`src/inc/timer_trig_pkg.sv`:
```
package timer_trig_pkg;
   // ----------------------------------------
   // Register map (byte addresses)
   // ----------------------------------------
   localparam logic [7:0] OFF_IRQ_FLAGS = 8'h00;
   localparam logic [7:0] OFF_START = 8'h04;
   localparam logic [7:0] OFF_STOP = 8'h08;
   localparam logic [7:0] OFF_RUN = 8'h0C;
   localparam logic [7:0] OFF_IRQ_MASK = 8'h10;
   localparam logic [7:0] OFF_KEY = 8'h14;
   // ----------------------------------------
   // Field positions and reset values
   // ----------------------------------------
   localparam int CHAN0_IRQ_BIT = 7;
   localparam int CHAN1_STOP_POS = 1;
   localparam int KEY_DOWN_POS = 0;
   localparam int KEY_DONE_POS = 1;
   localparam logic [7:0] FLAGS_RESET = 8'h00;
   localparam logic [7:0] MASK_RESET = 8'h00;
   localparam logic [1:0] RUN_RESET = 2'h0;
   localparam logic [7:0] START_VALID = 8'h03;
   localparam logic [7:0] STOP_VALID = 8'h02;

   typedef struct packed {
      logic [7:0] addr;
      logic write;
      logic [31:0] wdata;
   } apb_req_t;
endpackage

```
`src/key_once.sv`:
```
`timescale 1ns/1ps
module key_once (
   input wire logic pclk,
   input wire logic presetn,
   input wire logic key_down,
   output logic key_event,
   output logic key_done
);
   logic done_r, done_nxt, ev_r, ev_nxt;

   always_comb begin
      done_nxt = done_r;
      ev_nxt = 1'b0;
      if (!key_down) begin
         done_nxt = 1'b0;
      end else if (!done_r) begin
         ev_nxt = 1'b1;
         done_nxt = 1'b1;
      end
   end

   always_ff @(posedge pclk or negedge presetn) begin
      if (!presetn) begin
         done_r <= 1'b0;
         ev_r <= 1'b0;
      end else begin
         done_r <= done_nxt;
         ev_r <= ev_nxt;
      end
   end

   assign key_event = ev_r;
   assign key_done = done_r;
endmodule // key_once

```
`src/timer_start_stop_triggers.sv`:
```
`timescale 1ns/1ps
module timer_start_stop_triggers (
   input wire logic pclk,
   input wire logic presetn,
   input wire logic psel,
   input wire logic penable,
   input wire logic pwrite,
   input wire logic [7:0] paddr,
   input wire logic [31:0] pwdata,
   output logic [31:0] prdata,
   output logic pready,
   output logic pslverr,
   input wire logic chan0_event,
   input wire logic key_down,
   output logic [1:0] chan_run_enable,
   output logic start_pulse_0,
   output logic start_pulse_1,
   output logic irq
);
   import timer_trig_pkg::*;

   // ----------------------------------------
   // Local types and helpers
   // ----------------------------------------
   typedef enum logic [1:0] {
      PH_IDLE = 2'b01,
      PH_ANSWER = 2'b10
   } bus_phase_t;

   // Address compare shared by the flag, mask, start and stop write decodes
   function automatic logic addr_is(input logic [7:0] addr, input logic [7:0] offset);
      return addr == offset;
   endfunction

   // Anything outside the six words of the map counts as reserved
   function automatic logic addr_mapped(input logic [7:0] addr);
      logic hit;
      hit = 1'b0;
      unique case (addr)
         OFF_IRQ_FLAGS, OFF_START, OFF_STOP, OFF_RUN, OFF_IRQ_MASK, OFF_KEY: hit = 1'b1;
         default: hit = 1'b0;
      endcase
      return hit;
   endfunction

   // ----------------------------------------
   // Signals
   // ----------------------------------------
   apb_req_t req;
   bus_phase_t phase_r, phase_nxt;
   logic rdy_r, rdy_nxt;
   logic [7:0] flags_r, flags_nxt;
   logic [7:0] mask_r, mask_nxt;
   logic [1:0] run_r, run_nxt;
   logic [1:0] spulse_r, spulse_nxt;
   logic [31:0] rdata_r, rdata_nxt;
   logic slverr_r, slverr_nxt;
   logic irq_r, irq_nxt;
   logic key_event, key_done;
   logic acc_first, acc_last;
   logic wr, rd, known;

   key_once u_key_once (
      .pclk(pclk),
      .presetn(presetn),
      .key_down(key_down),
      .key_event(key_event),
      .key_done(key_done)
   );

   // ----------------------------------------
   // Bus handshake, one wait state
   // ----------------------------------------
   // Read data and the error flag are registered in the first access
   // cycle and stand with pready in the second. Writes land only on the
   // edge that completes the transfer, so none is applied twice.
   assign req = '{addr: paddr, write: pwrite, wdata: pwdata};
   assign acc_first = psel && penable && (phase_r == PH_IDLE);
   assign acc_last = psel && penable && (phase_r == PH_ANSWER);
   assign wr = acc_last && req.write;
   assign rd = acc_first && !req.write;
   assign known = addr_mapped(req.addr);

   always_comb begin
      phase_nxt = phase_r;
      unique case (phase_r)
         PH_IDLE: begin
            if (psel && penable) begin
               phase_nxt = PH_ANSWER;
            end
         end
         PH_ANSWER: begin
            phase_nxt = PH_IDLE;
         end
      endcase
      rdy_nxt = (phase_nxt == PH_ANSWER);
   end

   always_ff @(posedge pclk or negedge presetn) begin
      if (!presetn) begin
         phase_r <= PH_IDLE;
         rdy_r <= 1'b0;
      end else begin
         phase_r <= phase_nxt;
         rdy_r <= rdy_nxt;
      end
   end

   // ----------------------------------------
   // Interrupt request flags
   // ----------------------------------------
   always_comb begin
      flags_nxt = flags_r;
      // Clear first, so an event in the same cycle wins
      if (wr && addr_is(req.addr, OFF_IRQ_FLAGS)) begin
         flags_nxt = flags_r & ~req.wdata[7:0];
      end
      if (chan0_event) begin
         flags_nxt[CHAN0_IRQ_BIT] = 1'b1;
      end
      if (key_event) begin
         flags_nxt[KEY_DOWN_POS] = 1'b1;
      end
   end

   always_ff @(posedge pclk or negedge presetn) begin
      if (!presetn) begin
         flags_r <= FLAGS_RESET;
      end else begin
         flags_r <= flags_nxt;
      end
   end

   // ----------------------------------------
   // Interrupt mask
   // ----------------------------------------
   always_comb begin
      mask_nxt = mask_r;
      if (wr && addr_is(req.addr, OFF_IRQ_MASK)) begin
         mask_nxt = req.wdata[7:0];
      end
   end

   always_ff @(posedge pclk or negedge presetn) begin
      if (!presetn) begin
         mask_r <= MASK_RESET;
      end else begin
         mask_r <= mask_nxt;
      end
   end

   // ----------------------------------------
   // Run enables and start pulses
   // ----------------------------------------
   always_comb begin
      run_nxt = run_r;
      spulse_nxt = 2'h0;
      // Start and stop sit at different offsets, so one write never carries both
      if (wr && addr_is(req.addr, OFF_STOP) && req.wdata[CHAN1_STOP_POS]) begin
         run_nxt[1] = 1'b0;
      end
      if (wr && addr_is(req.addr, OFF_START)) begin
         run_nxt = run_nxt | (req.wdata[1:0] & START_VALID[1:0]);
         spulse_nxt = req.wdata[1:0] & START_VALID[1:0];
      end
   end

   always_ff @(posedge pclk or negedge presetn) begin
      if (!presetn) begin
         run_r <= RUN_RESET;
         spulse_r <= 2'h0;
      end else begin
         run_r <= run_nxt;
         spulse_r <= spulse_nxt;
      end
   end

   // ----------------------------------------
   // Read data and error response
   // ----------------------------------------
   // Both stand for the answer cycle only and drop back to zero after it
   always_comb begin
      rdata_nxt = 32'h0000_0000;
      slverr_nxt = 1'b0;
      if (acc_first) begin
         // Reserved addresses answer with an error and have no effect
         slverr_nxt = !known;
      end
      if (rd) begin
         unique case (req.addr)
            OFF_IRQ_FLAGS: rdata_nxt[7:0] = flags_r;
            OFF_IRQ_MASK: rdata_nxt[7:0] = mask_r;
            OFF_RUN: rdata_nxt[1:0] = run_r;
            OFF_KEY: begin
               rdata_nxt[KEY_DOWN_POS] = key_down;
               rdata_nxt[KEY_DONE_POS] = key_done;
            end
            default: rdata_nxt = 32'h0000_0000;
         endcase
      end
   end

   always_ff @(posedge pclk or negedge presetn) begin
      if (!presetn) begin
         rdata_r <= 32'h0000_0000;
         slverr_r <= 1'b0;
      end else begin
         rdata_r <= rdata_nxt;
         slverr_r <= slverr_nxt;
      end
   end

   // ----------------------------------------
   // Interrupt output
   // ----------------------------------------
   // Taken from next-state values so the level changes on the same edge as the write it follows
   always_comb begin
      irq_nxt = |(flags_nxt & mask_nxt);
   end

   always_ff @(posedge pclk or negedge presetn) begin
      if (!presetn) begin
         irq_r <= 1'b0;
      end else begin
         irq_r <= irq_nxt;
      end
   end

   // ----------------------------------------
   // Outputs
   // ----------------------------------------
   assign prdata = rdata_r;
   assign pready = rdy_r;
   assign pslverr = slverr_r;
   assign chan_run_enable = run_r;
   assign start_pulse_0 = spulse_r[0];
   assign start_pulse_1 = spulse_r[1];
   assign irq = irq_r;
endmodule // timer_start_stop_triggers

```
`config.mk`:
```
export PLATFORM = sky130hd
export DESIGN_NAME = timer_start_stop_triggers
export DESIGN_NICKNAME = d
export VERILOG_FILES = /design/src/inc/timer_trig_pkg.sv /design/src/key_once.sv /design/src/timer_start_stop_triggers.sv
export SDC_FILE = /design/constraint.sdc
export NUM_CORES = 1
export LEC_CHECK = 0
export ABC_CLOCK_PERIOD_IN_PS = 2200
export BUFFER_PORTS_ARGS = -buffer_cell sky130_fd_sc_hd__buf_2
export CORE_ASPECT_RATIO = 1.2
export CORE_MARGIN = 5
export CORE_UTILIZATION = 25
export CTS_CLUSTER_DIAMETER = 50
export DETAILED_ROUTE_END_ITERATION = 12
export SLEW_MARGIN = 0
export SYNTH_ARGS = -nofsm -noshare
export SYNTH_HDL_FRONTEND = slang
export SYNTH_SLANG_ARGS = --single-unit
```
`constraint.sdc`:
```
create_clock -name pclk -period 2.2 [get_ports pclk]
set_input_delay 0.11 -clock pclk [delete_from_list [all_inputs] [get_ports pclk]]
set_output_delay 0.11 -clock pclk [all_outputs]
set_load 0.01 [all_outputs]
```
# == After elaboration in Yosys (flattened, before gate mapping) ==
# Index checks and enable logic that the tools add are counted.
# word_totals
regBits,59
input_bits,47
out_inout_bits,39
elab_cells,56
# op_classes
n_eq_ne,8
muxes,17
bitwise,4
reduce_logical,15
# ops
op,n
8-bit 2-to-1 mux,3
8-bit bitwise AND,2
8-bit by 4-bit equality test with 1-bit output (second input constant),2
8-bit by 5-bit equality test with 1-bit output (second input constant),2
6-bit case mux with 2 select lines,1
1-bit logical AND,10
8-bit by 3-bit equality test with 1-bit output (second input constant),1
8-bit logical NOT,1
1-bit 2-to-1 mux,8
8-bit inverter,1
2-bit case mux with 4 select lines,1
8-bit OR reduction,1
2-bit 2-to-1 mux,3
6-bit OR reduction,1
2-bit equality test (second input constant),2
2-bit case mux with 2 select lines,1
2-bit by 1-bit equality test with 1-bit output (second input constant),1
1-bit logical NOT,2
2-bit bitwise OR,1

# == Logic depth before layout (Yosys ltp) ==
# Gate-level depths: netlist of run 1.
# depth
ltp_word,8
mapped_depth,7

# == Modules after synthesis ==
# From an unflattened synthesis of run 1, not the netlist that was laid out.
# unflattened
cells_unflattened,149
hier_area_um2,1666.6
# by_module_without_submodules
mod,n_inst,cells_each,area_each_um2,seq_area_each_um2
timer_start_stop_triggers,1,146,1602.8,827.0
key_once,1,3,63.8,50.0

# == Worst setup path after synthesis of run 1 ==
# OpenSTA, ideal clock, no wires.
# synth_path
path_kind,register to register
start,register phase_r[0]
end,register irq_r (netlist: irq)
t_arrival_ps,1641
t_required_ps,2065
slack_ps,424
path_stages_with_launch,6
synth_period_minus_slack_ps,1776
path_cell_list,dfstp_2 -> and4b_1 -> nand4_4 -> mux2_2 -> a222oi_1 -> nand4_1
# synth_via
word_cells_on_any_way,11
cone_classes,eq/ne (1); mux (4); bitwise (1); reduce/logical (5)
# synth_rtl
element,line,source
from (decl),timer_start_stop_triggers.sv:50,"bus_phase_t phase_r, phase_nxt;"
from (signal assigned),timer_start_stop_triggers.sv:104,phase_r <= phase_nxt;
2-bit equality test,timer_start_stop_triggers.sv:79,assign acc_last = psel && penable && (phase_r == PH_ANSWER);
1-bit logical AND,timer_start_stop_triggers.sv:79,
1-bit logical AND,timer_start_stop_triggers.sv:80,assign wr = acc_last && req.write;
1-bit logical AND,timer_start_stop_triggers.sv:139,"if (wr && addr_is(req.addr, OFF_IRQ_MASK)) begin"
8-bit 2-to-1 mux,timer_start_stop_triggers.sv:139,
net mask_nxt[7],timer_start_stop_triggers.sv:53,"logic [7:0] mask_r, mask_nxt;"
8-bit bitwise AND,timer_start_stop_triggers.sv:218,irq_nxt = |(flags_nxt & mask_nxt);
8-bit OR reduction,timer_start_stop_triggers.sv:218,
net irq_nxt,timer_start_stop_triggers.sv:58,"logic irq_r, irq_nxt;"
to (signal assigned),timer_start_stop_triggers.sv:225,irq_r <= irq_nxt;
to (decl),timer_start_stop_triggers.sv:58,
# The timed path passes the listed nets, and every way through them passes these cells.
# A chain may end at the register's enable or synchronous reset.

# == Worst setup path in the final report of run 1 ==
# Ends and elaborated chain as after synthesis.

==> results.md, run 1 <==
* Antenna Cells at 0
* Clock slew at reported path FFs at around 0.07 ns
* Synth Area in Compound Gates at a little under an eighth
* Pre-Repair DR Iteration Count at 4
* Finished Layout Cells at around 280
* Synthesized area per cell at approximately 11 um2
* Leak at a little under 0.001 uW
* CP arrival at approximately 2.1 ns
* Cell area after layout at approximately 0.002 mm2
* Required @ worst endpoint at ~2.3 ns
* CTS max path bufs at 2
* Fmax at roughly 0.51 GHz
* Drt initial violations at 70
* Worst Tran Pin Value at around 0.77 ns
* All-layer global routing usage at under 10%
* Placed inst area at between 0.0015 and 0.002 mm2
* Total power per unit cell area at around 670 mW/mm2
* Max H-tree Level at 2
* Die footprint at 0.008400 mm2
* Max Cap Viol at 0
* FP Rows at 32
* Worst-path fanout max at 8
* CP Capture Type: flop
* Area Growth Syn to Fin at 19.16%
* Final Util at 30.78%
* Register area share after synthesis at ~53%
* Number of synthesized flops with an enable pin at 0
* Routed WL at around 3600 um
* Syn Inst Count at 148
* Rel. slew slack at about half
* Layout cell share with drive strength beyond 1 at roughly a third
* Synth top area share at 51.09%
* FF+latch count, synth at 35
* Ys flop type: dfrtp_1
* Post-synth top area cell: dfrtp_1
* Net count, final at between 200 and 250
* Asr flop ratio synth at 100.0%
* Peak supply drop at 0.0002531 V
* Detailed-route DRC error count at 0
* Setup TNS Final at 0 ns
* Post-synthesis mux area share at roughly 5.6%
* Fin crit period at between 1.5 and 2 ns
* Initial antenna violation count at 0
* DP HPWL at roughly 2800 um
* Largest family of logic cells by synthesized area: simple AND/OR/NAND/NOR gates
* CTS tree: built
* Class of the worst hold path: in2reg
* Clk_skew at approximately 0.008 ns
* Via count at 1162
* Gr ovfl total at 0
* Yosys cell types at 36
* Initial Util at 25.83%
* Total power draw at roughly 1300 uW
* Core area at around 0.0064 mm2
* First-pass GRT wire length at ~5600 um
* Reg2Reg Setup Slack at 0.24 ns
* Outcome: completed
* Ports at 86
* Vias per inst at ~4.2
* Routability Congestion at about 0.72
* RSZ-0062 raised after global routing: false
* Critical Path Start Type: flop
* Synth Warn # at 0
* DRT antenna net count at 0
* Clock sinks at 35
* Adder-cell share of the synthesized area at 0%
* Simple-Gate Fraction of Synth Area at roughly 16%
* Dpl cells at 268
* Drt wl/cell at ~13 um
* Pin count of the biggest net entering global routing at 36
* Root Driver: clkbuf_8
* Finish-stage setup viols at 0
* Post-Syn Area at roughly 0.0017 mm2
* Clk Latency, worst-skew pair at slightly below 0.3 ns
* Fin crit share at 89.06%
* Synth area leaders: dfrtp_1 51%, buf_4 11%, a22oi_1 5.4%
* Post-Synth XOR/XNOR Area at 0.5259%
* PortBufs at 37
* Fin. Hold Viols at 0
* Die H at 99.41 um
* Die W at ~85 um
* Slew Viols, Final at 0
* Vias in the first global route at about 1200
* CTS resizes at 0
* WS Path Type: reg2reg
* CTS Buf Count at 5
[flip-flops by register name, summed over array words and instances (netlist names), 2 cells and up]
register	cells
mask_r	8
chan_run_enable	2
prdata	8
spulse_r	2
phase_r	2
flags_r	8
[report_power, final]
group          internal [uW]  total (uW)  switching [uW]
logic                   46.7         131            84.2
clock network            286         503             218
registers                675         695            20.2
total                   1010        1330             322
[layout by cell type, fill, tap and decap left out, drive strengths merged, types with 2 or more instances in the layout]
cell type and n:
conb 24, nand2 6, a21oi 5, nor2 16, dfrtp 34, mux2 8, and3 3, nor4 2
a21boi 6, a31oi 2, dlygate4sd3 2, nor3 3, a22oi 12, or2 2, buf 39, inv 4
clkbuf 8, nand4 3
[cell families after synthesis]
family                 Yosys count
AO/OA/AOI/OAI                   28
XOR/XNOR                         1
buffers and inverters           31
flip-flops                      35
multiplexers                     8
other                            1
AND/OR/NAND/NOR                 44
[worst max-delay path, cell delays in order, from the launching register on]
cell,delay [ns]
dfstp_2,0.55
and4b_1,0.24
nand4_4,0.19
mux2_2,0.37
a222oi_1,0.31
nand4_1,0.16
[stage by stage]
stage / hold slack (ns) / setup WS (ns)
floorplan: -0.1856 / 0.4239
global placement: 0.2345 / 0.2510
detailed placement: 0.2367 / 0.2434
CTS: 0.04203 / 0.2178
global route: 0.05781 / 0.1513
finish: 0.05792 / 0.2406
[worst paths after layout]
check                                              startpoint                              to  cells after the start
max in group asynchronous                             presetn            flags_r[2]$_DFF_PN0_                      2
worst min-delay path                                pwdata[7]            flags_r[7]$_DFF_PN0_                      2
worst min register to register  u_key_once.key_done$_DFF_PN0_  u_key_once.key_event$_DFF_PN0_                      1
worst max register to register           phase_r[0]$_DFF_PN1_                   irq$_DFF_PN0_                      5
min in group asynchronous                             presetn               pslverr$_DFF_PN0_                      2
worst max-delay path                     phase_r[0]$_DFF_PN1_                   irq$_DFF_PN0_                      5
[synthesized netlist by cell type (all sizes together) (2+ instances only)]
cell / instances
a22oi: 12
a21oi: 5
a21boi: 6
mux2: 8
or2: 2
and3: 3
dfrtp: 34
inv: 4
nand4: 3
a31oi: 2
nor2: 16
clkbuf: 2
buf: 25
nor3: 3
nand2: 6
nor4: 2
[what timing repair did]
action / CTS / global route
endpoints found under the hold margin: 35 / 0
setup buffers: 0 / 0
hold buffers: 2 / 0
[final cells by class]
type	instances	area, um2
fillers	686	4462
clock buffers	8	100.1
flip-flops and latches	35	877.1
repair buffers	41	220.2
multi-input cells	105	665.6
inverters	4	15.01
well taps	85	106.4
[metal layers]
metal  global-route usage, %  vias to the layer above  wire length, um
met5                       0                        -                0
met4                   4.750                        0               76
met3                   2.983                        6              219
met2                   15.55                       33             2043
met1                   8.769                      562             1281
li1                        -                      561                -
Note: power is estimated with default switching activity, not from simulation.
==> inputs of run 2 (changes only) <==
--- a/config.mk
+++ b/config.mk
@@ -12,6 +12,7 @@
 export CORE_UTILIZATION = 25
 export CTS_CLUSTER_DIAMETER = 50
 export DETAILED_ROUTE_END_ITERATION = 12
+export HOLD_SLACK_MARGIN = 0.12
 export SLEW_MARGIN = 0
 export SYNTH_ARGS = -nofsm -noshare
 export SYNTH_HDL_FRONTEND = slang
==> run 2 against run 1 <==
Via count rose by 4.6%. Die area did not move. Cell area rose by 5.9%. Clock power barely moved. Combinational power rose by 11%. Routed wire length rose by 1.6%. Clock skew rose by 0.0014 ns. First-iteration DRC count fell by 20%. Global-route usage rose by 0.12 points. Critical path depth rose by 1.
==> results.md, run 2 (same netlist as run 1, synthesis figures left out) <==
* Outcome: completed
* WHS at about 0.14 ns
* FP Rows at 32
* Fmax at around 0.50 GHz
* Area Growth Syn to Fin at 26.15%
* WS Path Type: in2reg
* Vias per inst at 4.204
* Die H at roughly 99 um
* CTS max path bufs at 2
* Ports at 86
* Fin crit period at 2.008 ns
* CTS Buf Count at 5
* Peak supply drop at between 0.0002 and 0.0003 V
* Die footprint at between 0.008 and 0.009 mm2
* Initial Util at between 20% and 30%
* Highest cell delay on the worst timing path at approximately 0.57 ns
* Clk Latency, worst-skew pair at ~0.29 ns
* First-pass GRT wire length at 5789 um
* Commonest non-fill, non-tap cell in the layout: buf_2
* DP HPWL at between 2000 and 3000 um
* Setup TNS Final at 0 ns
* Total power draw at around 1300 uW
* Worst Tran Pin Value at between 0.7 and 0.8 ns
* Drt wl/cell at about 13 um
* CTS tree: built
* Reg2Reg Setup Slack at 0.23 ns
* Clock sinks at 35
* CP arrival at about 2.2 ns
* Rel. slew slack at 48.67%
* DRT antenna net count at 0
* Cell mode on critical path: dlygate4sd3_1
* Class of the worst hold path: in2reg
* Clk_skew at around 0.0094 ns
* Fin. Hold Viols at 0
* Fin crit share at about 91%
* Drt initial violations at 56
* RSZ-0062 raised after global routing: false
* CP Buf/Inv Count at 3
* Setup Fix Bufs, Post-CTS at 0
* Layout cell share with drive strength beyond 1 at between 30% and 40%
* Core area at 0.006446 mm2
* All-layer global routing usage at under 10%
* PortBufs at 37
* Routability Congestion at ~0.72
* Vias in the first global route at ~1200
* Leak at slightly above 0.001 uW
* Pre-Repair DR Iteration Count at 4
* Net count, final at 250
* Gr ovfl total at 0
* Initial antenna violation count at 0
* Max H-tree Level at 2
* Max Cap Viol at 0
* Die W at between 80 and 90 um
* Total power per unit cell area at roughly 640 mW/mm2
* Routed WL at 3677 um
* Pin count of the biggest net entering global routing at 36
* Post-route setup slack at 0.1921 ns
* Worst-path cell chain: dlygate4sd3_1 -> buf_2 -> nor4_2 -> and4_2 -> a31oi_1 -> dlygate4sd3_1
* Required @ worst endpoint at around 2.4 ns
* Highest-count cells in the layout ignoring fill and taps: 37 x buf_2, 34 x dfrtp_1, 24 x conb_1
* Detailed-route DRC error count at 0
* Critical Path Start Type: input port
* Finish-stage setup viols at 0
* Antenna Cells at 0
* Pre-CTS setup slack at between 0.2 and 0.25 ns
* Slew Viols, Final at 0
* Clock slew at reported path FFs at around 0.070 ns
* CP Capture Type: flop
* Via count at around 1200
* Root Driver: clkbuf_8
* CP max-delay cell: dlygate4sd3_1
* CP top delay family: buffers and inverters
* Final Util at between 30% and 40%
* Worst-path fanout max at 8
[run 2: cell types whose count changed in the layout (fill, tap and decap cells not counted), sizes merged]
| cell | delta |
|---|---|
| dlygate4sd3 | +11 |
[run 2: worst paths after layout]
path / endpoint / cells past startpoint / startpoint
max reg2reg: irq$_DFF_PN0_ / 5 / phase_r[0]$_DFF_PN1_
max in group asynchronous: prdata[2]$_DFF_PN0_ / 2 / presetn
min reg2reg: u_key_once.key_event$_DFF_PN0_ / 1 / u_key_once.key_done$_DFF_PN0_
min in group asynchronous: chan_run_enable[1]$_DFF_PN0_ / 2 / presetn
max: flags_r[7]$_DFF_PN0_ / 6 / paddr[4]
min: chan_run_enable[1]$_DFF_PN0_ / 3 / paddr[2]
[run 2: power by group]
group | leakage (uW) | internal, uW | switching, uW
clock | 0.0000515 | 286 | 220
combinational | 0.000515 | 58.5 | 87.8
sequential | 0.000469 | 675 | 20.2
total | 0.00103 | 1020 | 328
[run 2: layout make-up]
type,instances,area [um2]
fill,679,4345
sequential,35,877.1
multi-input combinational,105,671.9
timing repair buffer,52,330.3
tap,85,106.4
clock buffer,8,100.1
inverter,4,15.01
[run 2: repair_timing]
| item | 4_1_cts | 5_1_grt |
|---|---|---|
| hold buffers | 13 | 0 |
| endpoints found under the hold margin | 53 | 0 |
| endpoints found under the setup margin | 0 | 2 |
| gates resized for setup | 0 | 1 |
[run 2: layer usage]
layer,up-vias,track usage (%),wire length (um)
li1,585,-,-
met2,41,15.67,2059
met4,0,4.750,76
met3,6,2.817,216
met1,583,9.119,1324
met5,-,0,0
[run 2: per-stage QoR]
| stage | instance area, um2 | std cells |
|---|---|---|
| after floorplan | 1752 | 171 |
| after global placement | 1864 | 268 |
| after detailed placement | 1864 | 268 |
| after CTS | 2095 | 289 |
| after global routing | 2101 | 289 |
| final | 2101 | 289 |
[run 2: worst register-to-register path, cell delays in order (launching register included)]
cell	delay, ns
dfstp_2	0.55
and4b_1	0.24
nand4_4	0.19
mux2_2	0.37
a222oi_1	0.31
nand4_1	0.16
==> inputs of run 3 (changes only) <==
==> constraint.sdc (replaced) <==
create_clock -name pclk -period 2.2 [get_ports pclk]
set_input_delay 0.55 -clock pclk [delete_from_list [all_inputs] [get_ports pclk]]
set_output_delay 0.55 -clock pclk [all_outputs]
set_load 0.01 [all_outputs]
==> run 3 against run 2 <==
Combinational power is 8% lower. Sequential share of layout area up 1.7 points. Cell area fell by 4.0%. Worst hold slack better by 0.12 ns. Cell count shrank 1.4%. Critical path depth fell by 1. Critical path type is now reg2reg. Largest cell class unchanged.
==> results.md, run 3 (same netlist as run 1, synthesis figures left out) <==
* Initial Util at 25.83%
* Fin crit share at between 80% and 90%
* CTS Buf Count at 5
* Critical Path Start Type: flop
* Highest metal used: met4
* Pre-Repair DR Iteration Count at 4
* Core area at roughly 0.0064 mm2
* Ports at between 80 and 90
* Reg2Reg Depth at 5
* Fin crit period at between 1.5 and 2 ns
* Metal3 WL at approximately 220 um
* Drt wl/cell at 12.56 um
* Routed WL at about 3600 um
* CTS max path bufs at 2
* Gr ovfl total at 0
* Drt initial violations at 65
* Register area at a little under 900 um2
* Class of the worst hold path: in2async
* PortBufs at 37
* Sw power at ~340 uW
* CP arrival at just over 2 ns
* Worst Tran Pin Value at between 0.5 and 0.6 ns
* Pin count of the biggest net entering global routing at 26
* CP max-delay cell: dfstp_2
* Via count at approximately 1200
* Setup TNS Final at 0 ns
* Hold buffer count at cts at 0
* Commonest non-fill, non-tap cell in the layout: buf_2
* Net count, final at 246
* DRT antenna net count at 0
* Met2 WL at approximately 1900 um
* Slew Viols, Final at 0
* Layout cell share with drive strength beyond 1 at a little over a third
* CTS tree: built
* CTS resizes at 0
* FP Rows at 32
* Total power per unit cell area at about 640 mW/mm2
* Antenna Cells at 0
* Power share of the clock group at a little over a third
* Met1 WL at between 1000 and 1500 um
* CP Capture Type: flop
* Die H at roughly 99 um
* Finish-stage setup viols at 0
* Clk_skew at 0.006628 ns
* Area Growth Syn to Fin at 21.11%
* Routability Congestion at 0.7368
* Clk Latency, worst-skew pair at approximately 0.29 ns
* Worst-path cell chain: and4b_1 -> nand4_4 -> mux2_2 -> a222oi_1 -> nand4_1
* Multi-input logic area at between 600 and 700 um2
* Rel. slew slack at around three fifths
* Sw Share at 26.25%
* Leak at between 0.001 and 0.0015 uW
* Required @ worst endpoint at 2.35 ns
* Vias in the first global route at around 1200
* Die W at around 85 um
* Outcome: completed
* Die footprint at between 0.008 and 0.009 mm2
* Sequential share of power at a little over half
* Clock slew at reported path FFs at about 0.07 ns
* Setup Fix Bufs, Post-CTS at 0
* Max H-tree Level at 2
* Worst-path fanout max at 6
* RSZ-0062 raised after global routing: false
* Initial antenna violation count at 0
* Final Util at a little under a third
* DP HPWL at 2808 um
* WS Path Type: reg2reg
* Highest-count cells in the layout ignoring fill and taps: 37 x buf_2, 34 x dfrtp_1, 24 x conb_1
* Number of fill cells at a little under 700
* Clock sinks at 35
* Detailed-route DRC error count at 0
* First-pass GRT wire length at just under 6000 um
* Peak supply drop at 0.0002800 V
* Vias per inst at between 4 and 5
* Root Driver: clkbuf_8
* Fin. Hold Viols at 0
* Fmax at roughly 0.52 GHz
* Internal cell power at about 950 uW
* Combinational Power Share at 10.5%
* All-layer global routing usage at between 8 and 9%
* Highest cell delay on the worst timing path at 0.55 ns
* Max Cap Viol at 0
[run 3: power groups by stage]
stage	Combinational, uW	Clock [uW]	Sequential [uW]
finish	135	453	695
global route	153	501	699
CTS	136	468	696
detailed placement	136	0	708
global placement	134	0	707
floorplan	99.8	0	706
[run 3: stage by stage]
stage / total power [uW] / cells / area, um2 / setup WS (ns) / hold WS (ns)
after CTS: 1300 / 285 / 2017 / 0.2298 / 0.2670
after detailed placement: 844.0 / 277 / 1932 / -0.04097 / 0.4302
after global placement: 841.0 / 277 / 1932 / -0.02066 / 0.4322
final: 1283 / 285 / 2017 / 0.2843 / 0.2572
after global routing: 1353 / 285 / 2017 / 0.1444 / 0.2842
after floorplan: 805.6 / 171 / 1752 / 0.2235 / 0.2544
[run 3: worst paths after layout]
path                                          startpoint                        endpoint  slack, ns
min                                              presetn               pslverr$_DFF_PN0_       0.26
max                                 phase_r[0]$_DFF_PN1_                   irq$_DFF_PN0_       0.28
max in group asynchronous                        presetn             prdata[3]$_DFF_PN0_       1.42
min in group pclk                               key_down   u_key_once.key_done$_DFF_PN0_       0.40
min reg2reg                u_key_once.key_done$_DFF_PN0_  u_key_once.key_event$_DFF_PN0_       0.44
max reg2reg                         phase_r[0]$_DFF_PN1_                   irq$_DFF_PN0_       0.28
[run 3: per-layer routing]
layer / track usage (%) / up-vias
li1: - / 569
met1: 9.333 / 578
met2: 15.31 / 40
met3: 2.983 / 9
met4: 5.116 / 0
met5: 0 / -
[run 3: final cells by class]
type | instances | share of cell area, %
sequential | 35 | 43.49
multi-input combinational | 105 | 33.00
timing repair buffer | 48 | 13.28
tap | 85 | 5.273
clock buffer | 6 | 3.598
inverter | 4 | 0.7444
clock inverter | 2 | 0.6203
[run 3: worst max-delay path, delay by kind of cell, from the launching register on]
kind	cells	cell delay, ns
and+or+nand+nor	3	0.57
DFF	1	0.55
muxes	1	0.36
AOI/OAI and AO/OA	1	0.30
